<file path="src/hdl/ifb_defines.svh">
// Constants of the instruction format and byte order block.
// Assumes inclusion by the top module and the testbench only.
`ifndef IFB_DEFINES_SVH
`define IFB_DEFINES_SVH

// Special register numbers; the APB byte address is four times these.
`define IFB_IDX_PROG_CNT 16'h0000
`define IFB_IDX_MSTAT 16'h0001
`define IFB_IDX_EXC_ADDR 16'h0003
`define IFB_IDX_EXC_CAUSE 16'h0005
`define IFB_IDX_FSTAT 16'h0007
`define IFB_IDX_BR_TARGET 16'h000b
`define IFB_IDX_VER_BASE 16'h2000
`define IFB_IDX_CTRL 16'h0040
`define IFB_IDX_STAT 16'h0041

// Bit labelled 29 counts from the MSB, so it is numeric bit 2.
`define IFB_MSTAT_CARRY_BIT 2

// Control bits and reset values.
`define IFB_CTRL_DEC_EN 0
`define IFB_CTRL_PFX_EN 1
`define IFB_CTRL_RST 32'h0000_0003
`define IFB_MSTAT_RST 32'h0000_0000
`define IFB_FSTAT_RST 32'h0000_0000

// Opcodes with a fixed meaning here.
`define IFB_OP_PREFIX 6'h2c
`define IFB_OP_STREAM 6'h1b
`define IFB_OP_SPECIAL 6'h25
`define IFB_TYPEB_BIT 3

// Byte lane masks.
`define IFB_LANES_ALL 4'hf
`define IFB_LANES_LO 4'h3
`define IFB_LANES_HI 4'hc
`define IFB_LANES_ONE 4'h1

`endif

</file>
<file path="src/hdl/ifb_pkg.sv">
// Types of the instruction format and byte order block.
// Assumes the constants header sits beside it.
package ifb_pkg;

    // Decoder states, one-hot.
    typedef enum logic [1:0] {
        IFB_ST_IDLE = 2'b01,
        IFB_ST_PFX = 2'b10
    } ifb_state_e;

    // Access sizes, one-hot.
    typedef enum logic [2:0] {
        IFB_SZ_BYTE = 3'b001,
        IFB_SZ_HALF = 3'b010,
        IFB_SZ_WORD = 3'b100
    } ifb_size_e;

    // Functional groups, one-hot.
    typedef enum logic [4:0] {
        IFB_GRP_ARITH = 5'b00001,
        IFB_GRP_LOGIC = 5'b00010,
        IFB_GRP_BRANCH = 5'b00100,
        IFB_GRP_LDST = 5'b01000,
        IFB_GRP_SPECIAL = 5'b10000
    } ifb_grp_e;

    // Decoded instruction.
    typedef struct packed {
        logic valid;
        logic type_b;
        logic prefixed;
        ifb_grp_e group;
        logic [5:0] opcode;
        logic [4:0] dest;
        logic [4:0] source_a;
        logic [4:0] source_b;
        logic [31:0] imm;
        logic [3:0] stream_port_selector;
        logic [13:0] special_register;
    } ifb_dec_s;

    // Core state shown through the special registers.
    typedef struct packed {
        logic [31:0] program_counter;
        logic [31:0] exception_address;
        logic [31:0] exception_cause;
        logic [31:0] branch_target;
    } ifb_core_s;

    // Load/store request from the execute stage.
    typedef struct packed {
        logic valid;
        logic store;
        logic reversed;
        ifb_size_e size;
        logic [1:0] addr;
        logic [31:0] wdata;
        logic [31:0] bus_rdata;
    } ifb_ls_req_s;

    // Steered load/store answer.
    typedef struct packed {
        logic valid;
        logic misaligned;
        logic [3:0] lanes;
        logic [31:0] wdata;
        logic [31:0] rdata;
    } ifb_ls_rsp_s;

endpackage : ifb_pkg

</file>
<file path="src/hdl/ifb_top.sv">
// Instruction decoder, special register file and byte steering.
// Assumes one 50 MHz clock, an APB master and synchronous inputs.
`timescale 1ns/1ps
`include "ifb_defines.svh"

// Contract
// - Byte order is big or little endian, fixed by a build parameter.
// - Load/store supports word, half word and byte sizes only.
// - Reversed half and word loads and stores swap byte order.
// - Big endian puts MS byte at n; little at n+3; bit 0 is MSB.
// - Every instruction is a 32-bit word of type A or type B.
// - Type A yields two source selectors and one destination.
// - Type B yields one source, one destination, 16-bit immediate.
// - Type B after the prefix instruction gets a 32-bit immediate.
// - Each register selector addresses one of registers 0 to 31.
// - Instructions fall in five groups: arith, logic, branch, ldst, special.
// - Machine status is special register 1, carry in its bit 29.
// - Exception cause is special register 5, address is 3.
// - Float unit status is special register 7.
// - Branch target is special register 11.
// - Special register 0 returns the execute stage program counter.
// - Version word x is special register 8192 plus x.
// - Stream instructions carry a 4-bit stream port selector.
// - Memory accesses must be aligned to the data size.
module ifb_top #(
    parameter bit BIG_ENDIAN = 1'b1,
    parameter int NUM_VER = 2,
    // Arbitrary version contents.
    parameter logic [NUM_VER*32-1:0] VER_WORDS = '0
) (
    // Clock and reset.
    input wire logic I_CLOCK,
    input wire logic I_RST_B,
    // APB slave.
    input wire logic I_PSEL,
    input wire logic I_PENABLE,
    input wire logic I_PWRITE,
    input wire logic [17:0] I_PADDR,
    input wire logic [31:0] I_PWDATA,
    output logic O_PREADY,
    output logic [31:0] O_PRDATA,
    output logic O_PSLVERR,
    // Fetch side.
    input wire logic I_INSTR_VALID,
    input wire logic [31:0] I_INSTR,
    output ifb_pkg::ifb_dec_s O_DEC,
    // Core state and load/store path.
    input wire ifb_pkg::ifb_core_s I_CORE,
    input wire ifb_pkg::ifb_ls_req_s I_LS_REQ,
    output ifb_pkg::ifb_ls_rsp_s O_LS,
    // Status registers kept here.
    output logic [31:0] O_MACHINE_STATUS,
    output logic [31:0] O_FLOAT_UNIT_STATUS
);
    import ifb_pkg::*;

    // ----------------------------------------
    // State
    // ----------------------------------------
    typedef struct packed {
        ifb_state_e st;
        logic [15:0] pfx;
        ifb_dec_s dec;
        ifb_ls_rsp_s ls;
        logic [31:0] mstat;
        logic [31:0] fstat;
        logic [31:0] ctrl;
        logic mis_seen;
        logic pready;
        logic pslverr;
        logic [31:0] prdata;
    } ifb_regs_s;

    ifb_regs_s r;
    ifb_regs_s r_nxt;
    logic rst_meta_r;
    logic rst_n;

    // ----------------------------------------
    // Functions
    // ----------------------------------------

    // Reverses the four bytes of a word.
    function automatic logic [31:0] ifb_swap32(input logic [31:0] d);
        ifb_swap32 = {d[7:0], d[15:8], d[23:16], d[31:24]};
    endfunction : ifb_swap32

    // Reverses the two bytes of a half word.
    function automatic logic [15:0] ifb_swap16(input logic [15:0] d);
        ifb_swap16 = {d[7:0], d[15:8]};
    endfunction : ifb_swap16

    // Sorts an opcode into one of the five groups.
    function automatic ifb_grp_e ifb_group(input logic [5:0] op);
        if (op == `IFB_OP_STREAM || op == `IFB_OP_PREFIX || op == `IFB_OP_SPECIAL) begin
            ifb_group = IFB_GRP_SPECIAL;
        end else if (!op[5]) begin
            ifb_group = IFB_GRP_ARITH;
        end else if (op[5:4] == 2'h3) begin
            ifb_group = IFB_GRP_LDST;
        end else if (op[2:1] == 2'h3 || op == 6'h2d) begin
            ifb_group = IFB_GRP_BRANCH;
        end else begin
            ifb_group = IFB_GRP_LOGIC;
        end
    endfunction : ifb_group

    // ----------------------------------------
    // Reset release
    // ----------------------------------------

    // Two flops so that every register leaves reset on the same edge.
    always_ff @(posedge I_CLOCK or negedge I_RST_B) begin
        if (!I_RST_B) begin
            rst_meta_r <= 1'b0;
            rst_n <= 1'b0;
        end else begin
            rst_meta_r <= 1'b1;
            rst_n <= rst_meta_r;
        end
    end

    // ----------------------------------------
    // Next state
    // ----------------------------------------
    logic [5:0] op;
    logic [15:0] idx;
    logic [15:0] vi;
    logic eb;
    logic [15:0] half;
    logic [15:0] pick;
    logic dec_en;
    logic pfx_en;

    assign op = I_INSTR[31:26];
    assign idx = I_PADDR[17:2];
    assign vi = idx - `IFB_IDX_VER_BASE;
    assign dec_en = r.ctrl[`IFB_CTRL_DEC_EN];
    assign pfx_en = r.ctrl[`IFB_CTRL_PFX_EN];
    // Reversed forms flip the build-time order for the access.
    assign eb = BIG_ENDIAN ^ I_LS_REQ.reversed;

    // Decode, steering and the APB register file in one pass.
    always_comb begin
        r_nxt = r;
        half = '0;
        pick = '0;
        r_nxt.dec.valid = 1'b0;

        // Each instruction is one fixed word of type A or B.
        if (I_INSTR_VALID && dec_en) begin
            r_nxt.dec.valid = 1'b1;
            r_nxt.dec.opcode = op;
            r_nxt.dec.type_b = op[`IFB_TYPEB_BIT];
            r_nxt.dec.group = ifb_group(op);
            // Five-bit fields reach all 32 registers.
            r_nxt.dec.dest = I_INSTR[25:21];
            r_nxt.dec.source_a = I_INSTR[20:16];
            r_nxt.dec.source_b = op[`IFB_TYPEB_BIT] ? 5'h00 : I_INSTR[15:11];
            r_nxt.dec.stream_port_selector = I_INSTR[3:0];
            r_nxt.dec.special_register = I_INSTR[13:0];
            // The prefix widens only the next instruction.
            if (r.st == IFB_ST_PFX) begin
                r_nxt.dec.imm = {r.pfx, I_INSTR[15:0]};
                r_nxt.dec.prefixed = 1'b1;
            end else begin
                r_nxt.dec.imm = {{16{I_INSTR[15]}}, I_INSTR[15:0]};
                r_nxt.dec.prefixed = 1'b0;
            end
            if (op == `IFB_OP_PREFIX && pfx_en) begin
                r_nxt.st = IFB_ST_PFX;
                r_nxt.pfx = I_INSTR[15:0];
            end else begin
                r_nxt.st = IFB_ST_IDLE;
            end
        end

        // Load/store lanes; a misaligned access drives no lane.
        r_nxt.ls = '0;
        if (I_LS_REQ.valid) begin
            r_nxt.ls.valid = 1'b1;
            case (I_LS_REQ.size)
                IFB_SZ_WORD: begin
                    r_nxt.ls.misaligned = |I_LS_REQ.addr;
                    r_nxt.ls.lanes = `IFB_LANES_ALL;
                    r_nxt.ls.wdata = eb ? ifb_swap32(I_LS_REQ.wdata) : I_LS_REQ.wdata;
                    r_nxt.ls.rdata = eb ? ifb_swap32(I_LS_REQ.bus_rdata) : I_LS_REQ.bus_rdata;
                end
                IFB_SZ_HALF: begin
                    r_nxt.ls.misaligned = I_LS_REQ.addr[0];
                    r_nxt.ls.lanes = I_LS_REQ.addr[1] ? `IFB_LANES_HI : `IFB_LANES_LO;
                    half = eb ? ifb_swap16(I_LS_REQ.wdata[15:0]) : I_LS_REQ.wdata[15:0];
                    r_nxt.ls.wdata = {half, half};
                    pick = I_LS_REQ.addr[1] ? I_LS_REQ.bus_rdata[31:16] : I_LS_REQ.bus_rdata[15:0];
                    r_nxt.ls.rdata = {16'h0000, eb ? ifb_swap16(pick) : pick};
                end
                default: begin
                    // A single byte has no order to reverse.
                    r_nxt.ls.lanes = `IFB_LANES_ONE << I_LS_REQ.addr;
                    r_nxt.ls.wdata = {4{I_LS_REQ.wdata[7:0]}};
                    r_nxt.ls.rdata = {24'h000000, I_LS_REQ.bus_rdata[{I_LS_REQ.addr, 3'h0} +: 8]};
                end
            endcase
            if (r_nxt.ls.misaligned) begin
                r_nxt.ls.lanes = 4'h0;
                r_nxt.mis_seen = 1'b1;
            end
        end

        // Setup phase prepares the answer; it is ready one cycle later.
        if (I_PSEL && !I_PENABLE) begin
            r_nxt.pready = 1'b1;
            r_nxt.pslverr = 1'b0;
            r_nxt.prdata = '0;
            if (idx == `IFB_IDX_PROG_CNT) begin
                r_nxt.prdata = I_CORE.program_counter;
                r_nxt.pslverr = I_PWRITE;
            end else if (idx == `IFB_IDX_MSTAT) begin
                r_nxt.prdata = r.mstat;
            end else if (idx == `IFB_IDX_EXC_ADDR) begin
                r_nxt.prdata = I_CORE.exception_address;
                r_nxt.pslverr = I_PWRITE;
            end else if (idx == `IFB_IDX_EXC_CAUSE) begin
                r_nxt.prdata = I_CORE.exception_cause;
                r_nxt.pslverr = I_PWRITE;
            end else if (idx == `IFB_IDX_FSTAT) begin
                r_nxt.prdata = r.fstat;
            end else if (idx == `IFB_IDX_BR_TARGET) begin
                r_nxt.prdata = I_CORE.branch_target;
                r_nxt.pslverr = I_PWRITE;
            end else if (idx == `IFB_IDX_CTRL) begin
                r_nxt.prdata = r.ctrl;
            end else if (idx == `IFB_IDX_STAT) begin
                // The sticky flag is cleared only when the write completes.
                r_nxt.prdata = {29'h0, r.mis_seen, r.st == IFB_ST_PFX, 1'b0};
            end else if (idx >= `IFB_IDX_VER_BASE && vi < 16'(NUM_VER)) begin
                r_nxt.prdata = VER_WORDS[vi*32 +: 32];
                r_nxt.pslverr = I_PWRITE;
            end else begin
                r_nxt.pslverr = 1'b1;
            end
        end else begin
            r_nxt.pready = 1'b0;
        end

        // Writes land only at the completing edge of the access phase.
        if (I_PSEL && I_PENABLE && r.pready && I_PWRITE && !r.pslverr) begin
            if (idx == `IFB_IDX_MSTAT) begin
                r_nxt.mstat = I_PWDATA;
            end else if (idx == `IFB_IDX_FSTAT) begin
                r_nxt.fstat = I_PWDATA;
            end else if (idx == `IFB_IDX_CTRL) begin
                r_nxt.ctrl = I_PWDATA;
                if (!I_PWDATA[`IFB_CTRL_PFX_EN]) begin
                    r_nxt.st = IFB_ST_IDLE;
                end
            end else if (idx == `IFB_IDX_STAT) begin
                // A misalignment in this same cycle wins over the clear.
                r_nxt.mis_seen = r_nxt.ls.misaligned;
            end
        end
    end

    // ----------------------------------------
    // Registers
    // ----------------------------------------

    // All state moves on one edge.
    always_ff @(posedge I_CLOCK or negedge rst_n) begin
        if (!rst_n) begin
            r <= '0;
            r.st <= IFB_ST_IDLE;
            r.mstat <= `IFB_MSTAT_RST;
            r.fstat <= `IFB_FSTAT_RST;
            r.ctrl <= `IFB_CTRL_RST;
        end else begin
            r <= r_nxt;
        end
    end

    // Outputs straight from the state flops.
    assign O_DEC = r.dec;
    assign O_LS = r.ls;
    assign O_PREADY = r.pready;
    assign O_PRDATA = r.prdata;
    assign O_PSLVERR = r.pslverr;
    assign O_MACHINE_STATUS = r.mstat;
    assign O_FLOAT_UNIT_STATUS = r.fstat;

    logic is_pfx;
    assign is_pfx = I_INSTR_VALID && op == `IFB_OP_PREFIX && dec_en && pfx_en;
endmodule : ifb_top

</file>
<file path="config.mk">
export PLATFORM = sky130hd
export DESIGN_NAME = ifb_top
export DESIGN_NICKNAME = d
export VERILOG_FILES = /design/src/hdl/ifb_pkg.sv /design/src/hdl/ifb_top.sv
export VERILOG_INCLUDE_DIRS = /design/src /design/src/hdl
export SDC_FILE = /design/constraint.sdc
export NUM_CORES = 1
export LEC_CHECK = 0
export BUFFER_PORTS_ARGS = -buffer_cell sky130_fd_sc_hd__buf_4
export CORE_UTILIZATION = 35
export CTS_CLUSTER_DIAMETER = 40
export DETAILED_ROUTE_END_ITERATION = 8
export GPL_TIMING_DRIVEN = 0
export MAX_ROUTING_LAYER = met4
export PLACE_DENSITY = 0.67
export SLEW_MARGIN = 30
export SYNTH_ARGS = -nofsm -noshare
export SYNTH_HDL_FRONTEND = slang
export SYNTH_SLANG_ARGS = --single-unit
export TNS_END_PERCENT = 10
</file>
<file path="constraint.sdc">
create_clock -name I_CLOCK -period 8.3 [get_ports I_CLOCK]
set_input_delay 0.83 -clock I_CLOCK [delete_from_list [all_inputs] [get_ports I_CLOCK]]
set_output_delay 0.83 -clock I_CLOCK [all_outputs]
set_load 0.01 [all_outputs]
</file>
# Word-level counts from Yosys, hierarchy flattened
# Index checks and enable logic that the tools add are counted.
# word_totals
output_inout_bits,247
register_bits,300
# classes
n_eq_ne,16
n_lt_le_gt_ge,2
reduce_logical,19
shifts,3
bitwise,2
addsub,1
n_mux,48
# ops
operator,count
$mux W32,8
$pmux W68 S2,1
$mux W33,4
$mux W97,1
$mux W70,1
$mux W16,4
$shiftx A64 B22 Y32 const A,1
$eq A16 B3 Y1 const B,2
$eq A16 B7 Y1 const B,2
$shiftx A32 B6 Y8,1
$eq A6 B6 Y1 const B,3
$eq A16 B1 Y1 const B,1
$eq A16 B2 Y1 const B,1
$eq A16 B4 Y1 const B,1
$ge A16 B14 Y1 const B,1
$logic_not A16 Y1,1
$lt A16 B2 Y1 const B,1
$mux W4,4
$sub A16 B14 Y16 const B,1
$mux W1,15
$mux W2,6
$mux W5,2
$logic_and A1 B1 Y1,8
$eq A2 B2 Y1 const B,3
13 further kinds,18

# Depth between registers and ports, before layout
# Gate-level depths: netlist of the first run.
# logic_depth
depth_word,12
depth_mapped,8
depth_no_buf,7

# Least setup slack after synthesis of the first run
# No wires, ideal clock.
# synth_timing
path_kind,input port to flip-flop
from,input port I_PADDR[3]
to,"register r, in the netlist O_MACHINE_STATUS[10]"
path_stages,6
setup_time_ns,0.125
t_arrival_ns,2.390
path_slack_ns,5.785
t_required_ns,8.175
path_cell_list,clkbuf_1 -> nor4b_1 -> nand4_1 -> nor2_2 -> buf_2 -> mux2_2
# synth_between
elab_chain_len,2
# synth_rtl
item,line,rtl
from (decl),ifb_top.sv:38,"input wire logic [17:0] I_PADDR,"
$eq A16 B1 Y1 (no source line),-,
$reduce_and A2 Y1 (no source line),-,
to (signal assigned),ifb_top.sv:277,r <= r_nxt;
to (decl),ifb_top.sv:74,ifb_regs_s r;
# Every way passes these cells.
# A chain may end at the register's enable or synchronous reset.

# Worst setup path after layout of the first run
# layout_timing
from,input port I_PADDR[3]
to,"register r, in the netlist O_PRDATA[15]"
# layout_between
elab_chain_len,12
word_cells_on_any_way,22
cone_classes,1 x add/sub; 2 x order compare; 7 x eq/ne; 1 x shift; 9 x mux; 2 x reduce/logical
# layout_rtl
item,line,rtl
$sub A16 B14 Y16 (no source line),-,
$lt A16 B2 Y1,ifb_top.sv:236,end else if (idx >= `IFB_IDX_VER_BASE && vi < 16'(NUM_VER)) begin
$logic_and A1 B1 Y1,ifb_top.sv:236,
$mux W32,ifb_top.sv:236,
$mux W32,ifb_top.sv:233,end else if (idx == `IFB_IDX_STAT) begin
$mux W32,ifb_top.sv:231,end else if (idx == `IFB_IDX_CTRL) begin
$mux W33,ifb_top.sv:228,end else if (idx == `IFB_IDX_BR_TARGET) begin
$mux W32,ifb_top.sv:226,end else if (idx == `IFB_IDX_FSTAT) begin
$mux W33,ifb_top.sv:223,end else if (idx == `IFB_IDX_EXC_CAUSE) begin
$mux W33,ifb_top.sv:220,end else if (idx == `IFB_IDX_EXC_ADDR) begin
$mux W32,ifb_top.sv:218,end else if (idx == `IFB_IDX_MSTAT) begin
$mux W33 (*),ifb_top.sv:215,if (idx == `IFB_IDX_PROG_CNT) begin
# Mark *: on every way between the ends. The rest lies on a longest branch, timed or not.

==> results.yml, run 1 <==
cts:
  cts_inserted_buffers: 53
  ctsLongestPathBuffers: 3
  clkTransAtPathRegs_ps: 50
  clockRootBuffer: "clkbuf_16"
  cts_tree: "yes"
  ctsResizeCount: 0
  clock_latency_ps: 590
  cts_hold_buf: 1
  cts_sinks: 281
  h-tree-depth: 2
  post_cts_buffers: 0
setup_path:
  path_delay_family: "simple AND/OR/NAND/NOR gates"
  worstSetupStartpointType: "input port"
  critPathCaptureType: "flip-flop"
  cp_num_buf_inv: 2
  cp.required_ps: 8800
  path_max_fanout: 10
  worstPathCellList: "clkbuf_1 -> nor4_1 -> nand3_1 -> nor2_1 -> buf_2 -> a221oi_1 -> o22ai_1"
  critPathSlowestCell: "nor4_1"
  slowest_delay_ps: 660
  crit_type: "in -> reg"
  cp.arrival_ps: 3670
logic_synthesis:
  yosysWarnings: 0
  synthesis.nets: 1778
  synth.largest_area_cell: "dfrtp_1"
  yosysSeqAreaShare: 0.448
  avgSynthCellArea_um2: 10.5
  yosysUniqueCellTypes: 61
  ys_ff_latch: 281
  synth-edff-count: 0
  synthFlopType: "dfrtp_1"
  synth_area_leaders: "dfrtp_1 44%, buf_4 12%, mux2_2 9.7%"
  synthArstFlopShare: 1.00
  syn_area_um2: 15700
  synth_top_area_frac: 0.443
  syn_inst: 1489
grt:
  grt_max_degree: 48
  grt_pass1_wl_um: 92400
  grt-ovfl-total: 0
  use_met1: 0.349
  grt_use_met2: 0.448
  grt_use_total: 0.283
  first_global_vias: 14500
  busiest_layer: "met2"
  met3_usage: 0.0688
  antenna_found_initial: 2
sta:
  setup_tns_ps: 0
  rsz0062_at_grt: "false"
  holdWs_ps: 267
  fmax_ghz: 0.316
  slew_headroom: 0.277
  setup_viol: 0
  period_needed_ps: 3160
  tightest_slew_ps: 1080
  fin_skew_ps: 19.1
  min_period_over_period: 0.381
  hold_viol: 0
  drv_slew: 0
placed_design:
  gp_congestion: 0.938
  io_buffers: 528
  dp_hpwl_um: 48600
floorplan:
  die_w_um: 214
  core_um2: 44200
  dieArea_um2: 45700
  num_io_pins: 535
  initial_utilization: 0.355
  die_y_um: 214
  num_rows: 77
power_and_ir_drop:
  seq_power_share: 0.340
  power_frac_comb: 0.108
  p_per_area_nw_per_um2: 185
  power.internal_mw: 3.14
  design_power_total_mw: 4.15
  peakVddDrop_v: 0.000151
  swShare: 0.244
  p_leak_nw: 11.4
  pwr-share-clk: 0.552
  switchingPower_mw: 1.02
detailed_routing:
  routed_wl_um: 63800
  drt-initial-drc-count: 1130
  wl_per_cell_um: 23.5
  vias: 14400
  dr.pass1.iters: 7
  drc: 0
  ant_nets: 0
  vias_per_cell: 5.29
finish:
  final_nets: 2368
  drive_above_1_share: 0.496
  final_common_cell: "buf_4"
  layout_common_cells: "777 x buf_4, 277 x dfrtp_1, 135 x mux2_2, 112 x a21oi_1, 108 x nand2_1"
  syn2layout_area_growth_pct: 43.3
job:
  drv_cap: 0
min_path:
  hold_class: "reg -> async"
outcome:
  status: "completed"
[worst paths after layout]
path	from	end	slack, ps	depth (start not counted)
hold reg to reg	rst_n	O_MACHINE_STATUS[24]	270	0
setup reg to reg	O_PREADY	r[34]	5890	4
min in group I_CLOCK	rst_meta_r	rst_n	350	0
setup / recovery	I_PADDR[3]	O_PRDATA[15]	5140	7
hold / removal	rst_n	O_MACHINE_STATUS[24]	270	0
max in group asynchronous	rst_n	r[296]	7080	2
[state kept, by name, summed over array words and instances, names as in the netlist, 32 cells and up]
register	flops
O_LS	70
O_PRDATA	32
O_MACHINE_STATUS	32
O_FLOAT_UNIT_STATUS	32
O_DEC	60
r	49
[cells by family (layout without fill, tap and decap cells)]
| logic type | after synthesis | after routing | share of synthesized area |
|---|---|---|---|
| flip-flops | 281 | 281 | 0.448 |
| other | 1 | 4 | 0.000239 |
| adder cells (fa/ha/maj) | 1 | 1 | 0.000797 |
| AND/OR/NAND/NOR | 251 | 251 | 0.0766 |
| AO/OA/AOI/OAI | 341 | 341 | 0.143 |
| XOR/XNOR | 5 | 5 | 0.00279 |
| multiplexers | 252 | 252 | 0.181 |
| buffers and inverters | 357 | 991 | 0.147 |
[worst register-to-register path, cell delays in order, from the launching register on]
cell and delay (ps):
dfrtp_1 400, nand4_1 160, or2_2 380, o41ai_2 690
o21ai_0 500
[metrics by stage]
| step | instances | instance area (µm²) | utilization | worst slack [ps] |
|---|---|---|---|---|
| 6_report | 2718 | 22500 | 0.508 | 5140 |
| 5_1_grt | 2717 | 22500 | 0.508 | 5130 |
| 4_1_cts | 2715 | 22500 | 0.508 | 5240 |
| 3_5_place_dp | 2615 | 20600 | 0.465 | 4620 |
| 3_3_place_gp | 2609 | 20400 | 0.461 | 1640 |
| 2_1_floorplan | 1489 | 15700 | - | 3700 |
[metal layers]
layer	vias up	wire (µm)
met5	-	0
met2	743	30400
met4	0	2160
li1	6351	-
met3	136	5820
met1	7150	25400
[power by group through the flow]
stage / sequential, mW / clock (mW) / combinational, mW
2_1_floorplan: 1.45 / 0 / 0.177
3_3_place_gp: 1.46 / 0 / 0.404
3_5_place_dp: 1.44 / 0 / 0.443
4_1_cts: 1.41 / 2.33 / 0.445
5_1_grt: 1.42 / 2.39 / 0.479
6_report: 1.41 / 2.29 / 0.447
[synth_stat cells (3+ instances only)]
| master | n |
|---|---|
| dfrtp_1 | 278 |
| buf_4 | 249 |
| mux2_2 | 135 |
| a21oi_1 | 112 |
| nand2_1 | 108 |
| clkbuf_1 | 70 |
| nor2_1 | 68 |
| mux2i_1 | 65 |
| o21ai_0 | 61 |
| mux2_1 | 44 |
| a221oi_1 | 42 |
| o221ai_1 | 38 |
| a22oi_1 | 29 |
| buf_2 | 20 |
| and2_1 | 18 |
| o22ai_1 | 14 |
| nand2b_1 | 11 |
| a211oi_1 | 9 |
| buf_1 | 9 |
| o2bb2ai_1 | 9 |
| mux4_2 | 8 |
| inv_1 | 7 |
| o32ai_1 | 7 |
| nand3_1 | 6 |
| nand4_1 | 6 |
| nor3_1 | 6 |
| xnor2_1 | 4 |
| a2bb2oi_1 | 3 |
| a31oi_1 | 3 |
| dfstp_2 | 3 |
| nor2b_1 | 3 |
| o41ai_1 | 3 |
[layout make-up]
type | instances | area [µm²]
fillers | 4063 | 21700
flip-flops and latches | 281 | 7040
multi-input cells | 851 | 6380
repair buffers | 535 | 4120
plain buffers | 348 | 2270
clock buffers | 69 | 1490
well taps | 592 | 741
clock inverters | 30 | 412
inverters | 9 | 33.8
diodes | 3 | 7.51
Power figures use the tool's default switching activity.
==> inputs of run 2 (changes only) <==
ABC_AREA = 1   (was not set)
PLACE_DENSITY = 0.65   (was 0.67)
clock period = 3.2 ns   (was 8.3 ns; I/O delays follow)
==> results.yml, run 2 <==
sta:
  holdWs_ps: 16.5
  hold_viol: 0
  tightest_slew_ps: 791
  drv_slew: 0
  setup_viol: 0
  min_period_over_period: 0.719
  slew_headroom: 0.469
  rsz0062_at_grt: "false"
  fin_skew_ps: 36.6
  fmax_ghz: 0.435
  period_needed_ps: 2300
cts:
  cts_inserted_buffers: 54
  clockRootBuffer: "clkbuf_16"
  clkTransAtPathRegs_ps: 60
  cts_sinks: 281
  clock_latency_ps: 620
  cts_tree: "yes"
  h-tree-depth: 2
  ctsLongestPathBuffers: 3
  post_cts_buffers: 0
placed_design:
  place_inst: 3151
  gp_congestion: 0.964
  io_buffers: 528
  dp_hpwl_um: 47600
min_path:
  holdPathEnd: "O_PRDATA[1]"
  worstHoldStart: "I_CORE[97]"
  hold-path-cell-count: 5
  hold_class: "in -> reg"
logic_synthesis:
  synth_area_leaders: "dfrtp_1 45%, buf_4 12%, nand2_1 12%"
  ys_top_cells_by_count: "495 x nand2_1, 278 x dfrtp_1, 254 x buf_4, 248 x nor2_1, 160 x nand3_1"
  yosysUniqueCellTypes: 41
  ys_ff_latch: 281
  syn_area_um2: 15600
  avgSynthCellArea_um2: 7.68
  synth-edff-count: 0
  synthFlopType: "dfrtp_1"
  yosysSeqAreaShare: 0.451
  synthArstFlopShare: 1.00
  synth_top_area_frac: 0.446
  synthesis.nets: 2321
  yosysWarnings: 0
  synth.largest_area_cell: "dfrtp_1"
  yosysMostFrequentCell: "nand2_1"
  syn_inst: 2032
setup_path:
  r2r_setup_slack_ps: 900
  critPathSlowestCell: "nor3_1"
  critPathCaptureType: "flip-flop"
  path_max_fanout: 4
  worstSetupStartpointType: "flip-flop"
  crit_type: "reg -> reg"
  worstPathCellList: "nand3_1 -> nor3_1 -> nand3_1 -> o21ai_0 -> o21ai_0"
  cp.arrival_ps: 2680
  r2r-start: "O_PREADY"
  r2r_end: "r[34]"
  r2r_cells: 5
  cp.required_ps: 3580
  slowest_delay_ps: 620
finish:
  drive_above_1_share: 0.350
  syn2layout_area_growth_pct: 46.6
  final_nets: 2956
  layout_common_cells: "782 x buf_4, 495 x nand2_1, 277 x dfrtp_1, 248 x nor2_1, 160 x nand3_1"
  largest_register_ffs: 70
  finalNonFillerCells: 3301
  final_common_cell: "buf_4"
  fin_util: 0.525
grt:
  first_global_vias: 15600
  antenna_found_initial: 6
  grt_use_total: 0.274
  grt_pass1_wl_um: 90900
  grt-ovfl-total: 0
  grt_max_degree: 50
power_and_ir_drop:
  power_frac_comb: 0.101
  swShare: 0.259
  seq_power_share: 0.340
  pwr-share-clk: 0.559
  power.internal_mw: 7.99
  p_per_area_nw_per_um2: 471
  p_leak_nw: 12.3
  switchingPower_mw: 2.79
  peakVddDrop_v: 0.000423
detailed_routing:
  vias: 16000
  routed_wl_um: 61600
  drc: 0
  ant_nets: 0
  vias_per_cell: 4.86
  dr.pass1.iters: 5
  wl_per_cell_um: 18.7
  drt-initial-drc-count: 1291
floorplan:
  die_y_um: 213
  initial_utilization: 0.358
  core_um2: 43600
  num_io_pins: 535
  die_w_um: 213
  dieArea_um2: 45400
  num_rows: 76
outcome:
  status: "completed"
job:
  drv_cap: 0
## run 2: cell count changes after synthesis, sizes merged, moves of 65 or more
cell	change
mux2i	-65
o21ai	+116
nor2	+183
mux2	-179
nand3	+155
inv	+143
nand2	+389
a21oi	-97
## run 2: how the worst max path moves through the flow
stage | startpoint | endpoint | slack, ps
2_1_floorplan | rst_n | O_DEC[18] | 400
3_3_place_gp | rst_n | O_MACHINE_STATUS[22] | -780
3_5_place_dp | I_PADDR[13] | r[34] | 420
4_1_cts | O_PREADY | r[34] | 790
5_1_grt | O_PREADY | r[34] | 640
6_report | O_PREADY | r[34] | 900
## run 2: per-layer routing
metal / GRT usage / routed length, µm / up-vias
li1: - / - / 7559
met1: 0.334 / 24400 / 7590
met4: 0.112 / 2290 / 0
met3: 0.0593 / 5410 / 129
met5: - / 0 / -
met2: 0.439 / 29500 / 767
## run 2: cells by family after synthesis
family                   count (synthesis)  synth area share
buffers and inverters                  498             0.185
AO/OA/AOI/OAI                          251            0.0912
AND/OR/NAND/NOR                        999             0.271
other                                    1          0.000240
adder cells (fa/ha/maj)                  1          0.000802
flip-flops                             281             0.451
XOR/XNOR                                 1          0.000561
## run 2: final cells by class
cell class | count | area [µm²]
inverter | 150 | 563
multi-input combinational | 1253 | 5670
clock inverter | 42 | 571
buffer | 348 | 2330
timing repair buffer | 579 | 4560
clock buffer | 58 | 1400
fill | 4151 | 20700
sequential | 281 | 7040
antenna | 5 | 12.5
tap | 585 | 732
## run 2: worst max-delay path: cells and delay by family (launching register included)
kind	cells	cell delay, ps
AOI/OAI and AO/OA	2	820
and+or+nand+nor	3	860
DFF	1	400
## run 2: repair_timing
item	in CTS	in global routing
resized for setup	0	0
hold buffers	45	0
hold endpoints to repair	60	0
## run 2: per-stage QoR
| step | total power [mW] | instance area, µm² | TNS, ps | setup WS, ps |
|---|---|---|---|---|
| finish | 10.8 | 22900 | 0 | 900 |
| global route | 11.1 | 22900 | 0 | 645 |
| CTS | 10.9 | 22900 | 0 | 794 |
| detailed placement | 4.77 | 20400 | 0 | 420 |
| global placement | 4.74 | 20300 | -205330 | -775 |
| floorplan | 4.17 | 15600 | 0 | 396 |
## run 2: power groups by stage
stage          clock network (mW)  registers (mW)  logic [mW]
3_3_place_gp                    0            3.78       0.954
2_1_floorplan                   0            3.76       0.417
3_5_place_dp                    0            3.72        1.04
6_report                     6.02            3.67        1.09
4_1_cts                      6.10            3.67        1.10
5_1_grt                      6.28            3.67        1.19
==> inputs of run 3 (changes only) <==
clock period = 2.15 ns   (was 3.2 ns; I/O delays follow)
==> results.yml, run 3 (synthesized netlist as in run 2, its figures left out) <==
outcome:
  status: "completed"
placed_design:
  preCtsSetupSlack_ps: -525
  dp_hpwl_um: 47600
  io_buffers: 528
  gp_congestion: 0.964
setup_path:
  cp_num_buf_inv: 3
  crit_type: "in -> reg"
  r2r_cells: 5
  critPathCaptureType: "flip-flop"
  cpMostUsedCell: "nor2_1"
  cp.arrival_ps: 2620
  worstSetupStartpointType: "input port"
  path_delay_family: "simple AND/OR/NAND/NOR gates"
  worstPathCellList: "buf_4 -> nor2_1 -> nand2_2 -> nor2_1 -> clkbuf_2 -> nand3_1 -> nand3_1 -> nor2_1 -> nand4_1 -> dlygate4sd3_1 -> nand2_1 -> nand2_1"
  r2r_setup_slack_ps: 190
  path_max_fanout: 10
  r2r-start: "O_PREADY"
  critPathSlowestCell: "dlygate4sd3_1"
  slowest_delay_ps: 590
  r2r_end: "r[34]"
  cp.required_ps: 2700
finish:
  final_common_cell: "buf_4"
  drive_above_1_share: 0.339
  largest_register_ffs: 70
  final_nets: 3074
  fin_util: 0.553
  layout_common_cells: "782 x buf_4, 493 x nand2_1, 277 x dfrtp_1, 247 x nor2_1, 163 x dlygate4sd3_1"
  syn2layout_area_growth_pct: 54.4
power_and_ir_drop:
  peakVddDrop_v: 0.000631
  p_leak_nw: 12.9
  design_power_total_mw: 16.2
  p_per_area_nw_per_um2: 673
min_path:
  worstHoldStart: "I_CORE[104]"
  holdPathEnd: "O_PRDATA[8]"
  hold-path-cell-count: 7
  hold_class: "in -> reg"
floorplan:
  die_y_um: 213
  core_um2: 43600
  num_io_pins: 535
  die_w_um: 213
  dieArea_um2: 45400
  initial_utilization: 0.358
  num_rows: 76
job:
  drv_cap: 0
cts:
  clockRootBuffer: "clkbuf_16"
  clock_latency_ps: 610
  cts_sinks: 281
  clkTransAtPathRegs_ps: 60
  cts_tree: "yes"
  cts_inserted_buffers: 54
  ctsLongestPathBuffers: 3
  h-tree-depth: 2
grt:
  grt_max_degree: 50
  grt-ovfl-total: 0
  grt_pass1_wl_um: 93700
  antenna_found_initial: 5
  first_global_vias: 16300
  grt_use_total: 0.280
detailed_routing:
  vias_per_cell: 4.87
  drt-initial-drc-count: 1334
  wl_per_cell_um: 18.6
  vias: 16700
  ant_nets: 0
  drc: 0
  dr.pass1.iters: 6
  routed_wl_um: 63400
sta:
  fin_skew_ps: 31.2
  rsz0062_at_grt: "true"
  period_needed_ps: 2070
  setup_tns_ps: 0
  setup_slack_ps: 81.3
  hold_viol: 0
  drv_slew: 0
  tightest_slew_ps: 1010
  setup_viol: 0
  fmax_ghz: 0.483
  slew_headroom: 0.326
  holdWs_ps: 26.8
  min_period_over_period: 0.962
[run 3: through the flow]
stage	cell area, µm²	instances
global placement	20300	3145
global route	24100	3418
finish	24100	3418
floorplan	15600	2032
detailed placement	20400	3151
CTS	24000	3414
[run 3: how the worst max path moves through the flow]
stage / from / endpoint / slack (ps) / cells past startpoint
final: I_PADDR[7] / O_PRDATA[18] / 80 / 12
after floorplan: rst_n / O_DEC[18] / -650 / 0
after global placement: rst_n / O_MACHINE_STATUS[22] / -1830 / 0
after detailed placement: I_PADDR[13] / r[34] / -530 / 10
after CTS: O_PREADY / r[34] / 0.3 / 5
after global routing: I_PADDR[7] / O_PRDATA[27] / -20 / 12
[run 3: final cells by class]
class / instances / area (µm²)
diodes: 4 / 10.0
multi-input cells: 1253 / 5700
inverters: 150 / 563
repair buffers: 697 / 5740
clock inverters: 42 / 571
clock buffers: 58 / 1400
well taps: 585 / 732
plain buffers: 348 / 2340
flip-flops and latches: 281 / 7040
fillers: 3981 / 19500
[run 3: what timing repair did]
action,in CTS,in global routing
hold buffers,163,0
endpoints found under the hold margin,234,0
endpoints found under the setup margin,1,40
resized for setup,1,22
gates cloned,0,0
setup buffers,0,0
[run 3: metal layers]
layer | track usage | share of wire | vias to the layer above
li1 | - | - | 7795
met1 | 0.345 | 0.40 | 7931
met2 | 0.457 | 0.49 | 823
met3 | 0.0469 | 0.082 | 113
met4 | 0.115 | 0.034 | 0
met5 | - | 0 | -
[run 3: report_power, final]
part           switching (mW)  internal, mW  total (mW)
registers              0.0571          5.40        5.46
clock network            3.27          5.69        8.96
logic                   0.866         0.930        1.80
[run 3: tightest hold or removal path: cells and delay by family]
kind                   cells  cell delay, ps
AND/OR/NAND/NOR            4             230
buffers and inverters      3             170
